[src/core/bchr_consts.vh]
/*
 * Constants for the bridge header register bank: byte offsets, field
 * positions and reset values. Included by the register bank module only.
 */
`ifndef BCHR_CONSTS_VH
`define BCHR_CONSTS_VH

// byte offsets of the configuration bytes
`define BCHR_OFF_PRI_LAT      8'h0D
`define BCHR_OFF_HDR_LAYOUT   8'h0E
`define BCHR_OFF_SELF_TEST    8'h0F
`define BCHR_OFF_BASE_ZERO    8'h10
`define BCHR_OFF_BASE_ONE     8'h14
`define BCHR_OFF_UP_BUS       8'h18
`define BCHR_OFF_DOWN_BUS     8'h19
`define BCHR_OFF_HIGH_BUS     8'h1A
`define BCHR_OFF_SEC_LAT      8'h1B
`define BCHR_OFF_IO_LOW       8'h1C
`define BCHR_OFF_IO_HIGH      8'h1D

// word addresses of the Wishbone map (byte address bits 7:2)
`define BCHR_WORD_0C          6'h03
`define BCHR_WORD_10          6'h04
`define BCHR_WORD_14          6'h05
`define BCHR_WORD_18          6'h06
`define BCHR_WORD_1C          6'h07
`define BCHR_WORD_CTRL        6'h20

// reset and constant values
`define BCHR_PRI_LAT_VAL      8'h00
`define BCHR_HDR_LAYOUT_VAL   8'h01
`define BCHR_SELF_TEST_VAL    8'h00
`define BCHR_BASE_ADDR_VAL    32'h0000_0000
`define BCHR_SEC_LAT_VAL      8'h00
`define BCHR_BUS_RST          8'h00
`define BCHR_IO_LOW_RST       4'hF
`define BCHR_IO_HIGH_RST      4'h0
`define BCHR_IO_CAP_RST       1'b1
`define BCHR_LOCK_RST         1'b0

// field positions inside the I/O window bytes
`define BCHR_IO_CAP_BIT       0
`define BCHR_IO_ADDR_MSB      7
`define BCHR_IO_ADDR_LSB      4

`endif

[src/core/bchr_regs.v]
/*
 * Bridge configuration header register bank, bytes 0x0D..0x1D, as a
 * classic Wishbone slave with an I/O window decoder for forwarding.
 * Assumes one clock CLK, synchronous active-low reset RST_B, and a
 * master that holds its request until ACK. Byte address = WB_ADR.
 */
// Local design decision: the Wishbone interface to the registers.
// Overview of operation
// RULE1: primary latency timer byte reads zero
// RULE2: header layout byte reads constant 0x01
// RULE3: self test byte reads zero
// RULE4: both base address words read zero
// RULE5: upstream bus number RW, resets zero
// RULE6: downstream bus number RW, resets zero
// RULE7: highest bus behind RW, resets zero
// RULE8: secondary latency timer byte reads zero
// RULE9: width bit: 0 narrow, 1 wide; resets 1
// RULE10: window high bit0 mirrors width bit
// RULE11: window low bits 7:4 RW, reset 0xF
// RULE12: window high bits 7:4 RW, reset 0
// RULE13: window fields steer I/O forwarding
// RULE14: bits 3:1 of window bytes read zero
// RULE15: forward when base <= addr <= limit
// RULE16: width bit writable only while unlocked
`timescale 1ns/1ps
`include "bchr_consts.vh"

module bchr_regs (
  input  wire        CLK,
  input  wire        RST_B,
  input  wire        WB_CYC_I,
  input  wire        WB_STB_I,
  input  wire        WB_WE_I,
  input  wire [7:0]  WB_ADR_I,
  input  wire [3:0]  WB_SEL_I,
  input  wire [31:0] WB_DAT_I,
  output reg  [31:0] WB_DAT_O,
  output reg         WB_ACK_O,
  input  wire        IO_REQ_VALID,
  input  wire [31:0] IO_REQ_ADDR,
  output reg         IO_FWD_VALID,
  output reg         IO_FWD_HIT,
  output reg         LOCK_ACTIVE
);

  reg  [7:0]  up_bus_q;
  reg  [7:0]  down_bus_q;
  reg  [7:0]  high_bus_q;
  reg  [3:0]  io_low_q;
  reg  [3:0]  io_high_q;
  reg         io_width_cap_q;
  reg         lock_q;
  reg  [31:0] rd_data_d;
  reg         hit_d;
  wire [5:0]  word_addr;
  wire        req;
  wire        wr_en;
  wire [7:0]  io_low_byte;
  wire [7:0]  io_high_byte;
  wire [31:0] io_base_addr;
  wire [31:0] io_limit_addr;

  assign word_addr = WB_ADR_I[7:2];
  // ack pulses one cycle; the drop after ack keeps a held request from double-acking
  assign req   = WB_CYC_I & WB_STB_I & ~WB_ACK_O;
  // write lands at the edge where the master samples ack high
  assign wr_en = WB_CYC_I & WB_STB_I & WB_ACK_O & WB_WE_I;

  assign io_low_byte  = {io_low_q, 3'b000, io_width_cap_q};  // [RULE14]
  assign io_high_byte = {io_high_q, 3'b000, io_width_cap_q}; // [RULE10] [RULE14]

  // read mux; unmapped words read zero and still ack
  always @* begin
    rd_data_d = 32'h0000_0000;
    case (word_addr)
      `BCHR_WORD_0C: begin
        rd_data_d = {`BCHR_SELF_TEST_VAL, `BCHR_HDR_LAYOUT_VAL,
                     `BCHR_PRI_LAT_VAL, 8'h00}; // [RULE1] [RULE2] [RULE3]
      end
      `BCHR_WORD_10: rd_data_d = `BCHR_BASE_ADDR_VAL; // [RULE4]
      `BCHR_WORD_14: rd_data_d = `BCHR_BASE_ADDR_VAL; // [RULE4]
      `BCHR_WORD_18: begin
        rd_data_d = {`BCHR_SEC_LAT_VAL, high_bus_q, down_bus_q, up_bus_q}; // [RULE8]
      end
      `BCHR_WORD_1C: rd_data_d = {16'h0000, io_high_byte, io_low_byte};
      `BCHR_WORD_CTRL: rd_data_d = {31'h0000_0000, lock_q};
      default: rd_data_d = 32'h0000_0000;
    endcase
  end

  always @(posedge CLK) begin
    if (!RST_B) begin
      WB_ACK_O <= 1'b0;
      WB_DAT_O <= 32'h0000_0000;
    end else begin
      WB_ACK_O <= req;
      WB_DAT_O <= (req & ~WB_WE_I) ? rd_data_d : 32'h0000_0000;
    end
  end

  // writable fields; read-only bytes simply ignore writes
  always @(posedge CLK) begin
    if (!RST_B) begin
      up_bus_q       <= `BCHR_BUS_RST;      // [RULE5]
      down_bus_q     <= `BCHR_BUS_RST;      // [RULE6]
      high_bus_q     <= `BCHR_BUS_RST;      // [RULE7]
      io_low_q       <= `BCHR_IO_LOW_RST;   // [RULE11]
      io_high_q      <= `BCHR_IO_HIGH_RST;  // [RULE12]
      io_width_cap_q <= `BCHR_IO_CAP_RST;   // [RULE9]
      lock_q         <= `BCHR_LOCK_RST;
    end else if (wr_en) begin
      if (word_addr == `BCHR_WORD_18) begin
        if (WB_SEL_I[0]) up_bus_q   <= WB_DAT_I[7:0];   // [RULE5]
        if (WB_SEL_I[1]) down_bus_q <= WB_DAT_I[15:8];  // [RULE6]
        if (WB_SEL_I[2]) high_bus_q <= WB_DAT_I[23:16]; // [RULE7]
      end
      if (word_addr == `BCHR_WORD_1C) begin
        if (WB_SEL_I[0]) begin
          io_low_q <= WB_DAT_I[`BCHR_IO_ADDR_MSB:`BCHR_IO_ADDR_LSB]; // [RULE11]
          if (!lock_q) io_width_cap_q <= WB_DAT_I[`BCHR_IO_CAP_BIT]; // [RULE16] [RULE9]
        end
        if (WB_SEL_I[1]) io_high_q <= WB_DAT_I[15:12]; // [RULE12]
      end
      // lock is software owned; once set only reset or a write of 0 frees it
      if (word_addr == `BCHR_WORD_CTRL && WB_SEL_I[0]) lock_q <= WB_DAT_I[0];
    end
  end

  // narrow addressing compares only the low 16 bits; upper bits must be zero
  assign io_base_addr  = {16'h0000, io_low_q, 12'h000};
  assign io_limit_addr = {16'h0000, io_high_q, 12'hFFF};

  always @* begin
    hit_d = (IO_REQ_ADDR >= io_base_addr) && (IO_REQ_ADDR <= io_limit_addr); // [RULE15]
    if (!io_width_cap_q && (IO_REQ_ADDR[31:16] != 16'h0000)) hit_d = 1'b0;
  end

  // one-cycle registered decision per request
  always @(posedge CLK) begin
    if (!RST_B) begin
      IO_FWD_VALID <= 1'b0;
      IO_FWD_HIT   <= 1'b0;
      LOCK_ACTIVE  <= 1'b0;
    end else begin
      IO_FWD_VALID <= IO_REQ_VALID;
      IO_FWD_HIT   <= IO_REQ_VALID & hit_d; // [RULE13]
      LOCK_ACTIVE  <= lock_q;
    end
  end

endmodule // bchr_regs

[config.mk]
export PLATFORM = sky130hd
export DESIGN_NAME = bchr_regs
export DESIGN_NICKNAME = d
export VERILOG_FILES = /design/src/core/bchr_regs.v
export VERILOG_INCLUDE_DIRS = /design/src /design/src/core
export SDC_FILE = /design/constraint.sdc
export NUM_CORES = 1
export LEC_CHECK = 0
export ABC_AREA = 1
export BUFFER_PORTS_ARGS = -buffer_cell sky130_fd_sc_hd__buf_2
export CAP_MARGIN = 20
export CORE_MARGIN = 2
export CORE_UTILIZATION = 48
export CTS_CLUSTER_DIAMETER = 40
export CTS_CLUSTER_SIZE = 25
export DETAILED_ROUTE_END_ITERATION = 8
export GPL_ROUTABILITY_DRIVEN = 0
export HOLD_SLACK_MARGIN = 0.12
export PLACE_DENSITY_LB_ADDON = 0.25
export SYNTH_ARGS = -nofsm -noshare
export SYNTH_HDL_FRONTEND = slang
export SYNTH_SLANG_ARGS = --single-unit
export TNS_END_PERCENT = 50
[constraint.sdc]
create_clock -name CLK -period 1.5 [get_ports CLK]
set_input_delay 0.075 -clock CLK [delete_from_list [all_inputs] [get_ports CLK]]
set_output_delay 0.075 -clock CLK [all_outputs]
set_load 0.05 [all_outputs]
==> flow_metrics.py <==
metrics = {
    "grt": {
        "track_usage_pct": 21.5,
        "grt_first_pass_wirelength_um": 11000,
        "grt_max_degree": 33,
        "grt_pass1_vias": 2681,
        "grt-ovfl-total": 0,
        "antenna_found_initial": 0,
    },
    "power_and_ir_drop": {
        "internal_power_mw": 2.93,
        "p_leak_nw": 1.98,
        "switchingPower_uw": 885,
        "p_comb_share_pct": 9.8,
        "p_sw_share_pct": 23.2,
        "pwr-share-seq_pct": 43.2,
        "clkPwrFrac_pct": 47.0,
        "total_power_mw": 3.82,
        "powerDensity_nw_per_um2": 948,
        "ir_worst_vdd_v": 0.000565,
    },
    "cells_and_area": {
        "fillers": 519,
        "finalNonFillerCells": 633,
        "diodes": 0,
        "postLayoutCoreUtil_pct": 68.4,
        "area.growth.synth_to_final_pct": 39.4,
        "drive_above_1_share_pct": 25.6,
        "final_area_um2": 4030,
        "final_net_count": 643,
    },
    "yosys": {
        "yosysWarnings": 0,
        "postSynthCellCount": 415,
        "yosysSeqAreaShare_pct": 43.0,
        "synth_cell_type_count": 26,
        "ys_ff_latch": 62,
        "synth_most_common_cell": "nand2_1",
        "synth-edff-count": 0,
        "netlist_area_um2": 2890,
        "ys_top_cells_by_count": "nand2_1 (123), nor2_1 (93), dfxtp_1 (62)",
        "synthTopCellsByArea": "dfxtp_1 (43%), nand2_1 (16%), nor2_1 (12%)",
        "yosysTopAreaCell": "dfxtp_1",
        "ys.flop_type": "dfxtp_1",
        "synth_top_area_share_pct": 43.0,
        "ys_async_sr_fraction_pct": 0,
        "syn_avg_cell_area_um2": 6.96,
    },
    "floorplan": {
        "fp.coreArea_um2": 5890,
        "num_io_pins": 118,
        "die_w_um": 81.6,
        "dieArea_um2": 6660,
        "initial_core_util_pct": 49.1,
        "rows": 28,
        "die_h_um": 81.6,
    },
    "setup_path": {
        "required_ns": 1.71,
        "critPathSlowestCell": "dlygate4sd3_1",
        "cp_num_buf_inv": 4,
        "crit_chain": "dlygate4sd3_1, buf_2, inv_1, nor2_4, nand3_2, nor2_2, inv_2, nand2_1, nand3_1",
        "worstSetupEndpointType": "flop",
        "reg2reg_slack_ns": 0.18,
        "crit_arrival_ns": 1.61,
        "cp_max_fo": 6,
        "path_class": "in -> reg",
        "worstSetupStartpointType": "primary input",
        "cp_top_family": "buffers and inverters",
        "cpPeakStageDelay_ns": 0.52,
    },
    "cts": {
        "clock-root-buffer": "clkbuf_8",
        "clockBufferDepth": 2,
        "clock-sinks": 62,
        "postCtsSetupRepairBufs": 0,
        "cts_inserted_buffers": 9,
        "cts_tree": "built",
        "htree_levels": 3,
        "clk_latency_ns": 0.34,
        "clkSlewWorstSetupHoldPaths_ns": 0.07,
    },
    "drt": {
        "wire_per_inst_um": 10.6,
        "drtAntennaViolNets": 0,
        "via_count": 2920,
        "wirelength_um": 6740,
        "via_per_inst": 4.61,
        "drc": 0,
        "dr.pass1.iters": 5,
        "drt-initial-drc-count": 101,
    },
    "outcome": {
        "status": "finished, final reports clean",
    },
    "sta": {
        "finalSetupTns_ns": 0,
        "setup_viol": 0,
        "fin_crit_sh_pct": 93.8,
        "rsz0062_at_grt": "no",
        "drv_slew": 0,
        "post-route-min-period_ns": 1.41,
        "setup_slack_ns": 0.0936,
        "max_freq_mhz": 711,
        "hold_viol": 0,
        "fin_skew_ns": 0.0104,
        "whs_ns": 0.139,
    },
    "placement": {
        "dpl_cell_area_um2": 3410,
        "dp.cells": 581,
        "dpl.hpwl_um": 4510,
        "portBuffers": 98,
        "dpl_worst_slack_ns": 0.182,
    },
    "min_path": {
        "hold_path_class": "in -> reg",
    },
    "job": {
        "max_cap_violations": 0,
    },
}
## layer usage
metal | GRT usage (%) | vias to the layer above | share of wire (%)
li1 | - | 1517 | -
met1 | 23.1 | 1290 | 42
met2 | 40.2 | 98 | 50
met3 | 5.82 | 15 | 5.9
met4 | 7.83 | 0 | 2.2
met5 | 0 | - | 0
## final cells by class
| cell class | instances | area (µm²) | area share, % |
|---|---|---|---|
| Clock buffer | 9 | 124 | 3.08 |
| Clock inverter | 7 | 121 | 3.01 |
| Timing Repair Buffer | 138 | 893 | 22.2 |
| Multi-Input combinational cell | 294 | 1370 | 34.1 |
| Sequential cell | 62 | 1240 | 30.9 |
| Inverter | 48 | 180 | 4.47 |
| Tap cell | 75 | 93.8 | 2.33 |
## worst register-to-register path, stage by stage, from the launching register on
cell and delay [ns]:
dfxtp_2 0.35, nand2_2 0.09, nor2_4 0.15, nand2_2 0.13, nor2_2 0.25, inv_2 0.09, nand2_1 0.07, nand3_1 0.07
## power by group through the flow
stage	logic, mW	registers [mW]	clock network (mW)
finish	0.373	1.65	1.79
global route	0.412	1.65	1.91
floorplan	0.173	1.70	0
detailed placement	0.296	1.69	0
CTS	0.370	1.65	1.82
global placement	0.290	1.69	0
## worst paths after layout
kind               startpoint             end  cells past startpoint
setup / recovery  WB_ADR_I[4]     io_low_q[2]                      9
hold / removal    WB_SEL_I[0]  io_width_cap_q                      5
setup reg to reg     WB_ACK_O     io_low_q[2]                      7
hold reg to reg   up_bus_q[1]     WB_DAT_O[1]                      2
## flip-flops by register name, indices dropped and copies added, names as in the netlist, 4 cells and up
signal      cells
io_low_q        4
WB_DAT_O       24
down_bus_q      8
up_bus_q        8
high_bus_q      8
io_high_q       4
## kinds of logic (layout without fill, tap and decap cells)
logic type	Yosys count	after routing	share of synthesized area [%]
simple gates	256	256	38.8
fa+ha+maj	8	8	3.46
flops	62	62	43.0
compound gates	22	22	3.98
buf+inv	66	202	10.7
other cells	1	8	0.130
## repair_timing
action,in CTS,in global routing
endpoints found under the setup margin,0,9
gates resized for setup,0,2
hold endpoints to repair,38,0
hold buffers,37,0
## placed cells by master, fill, tap and decap left out
master         instances
inv_6                  1
nor2_1                93
buf_2                 98
dfxtp_1               61
nand3_4                1
nand3_1               18
inv_1                 44
dfxtp_2                1
o21bai_2               1
and2_0                 1
dlygate4sd3_1         36
bufinv_16              3
clkinv_4               2
buf_4                  3
clkbuf_8               9
o21a_1                 1
clkinv_2               1
inv_2                  4
nor3_4                 1
nand3_2                1
o21ai_0                3
nor2_2                 2
buf_12                 1
ha_1                   8
nor2_4                 5
nor3_2                 1
nand2_1              122
nand2_2                6
nor2_8                 2
conb_1                 8
a21oi_1               17
nand4_1                3
Note: power is estimated with default switching activity, not from simulation.
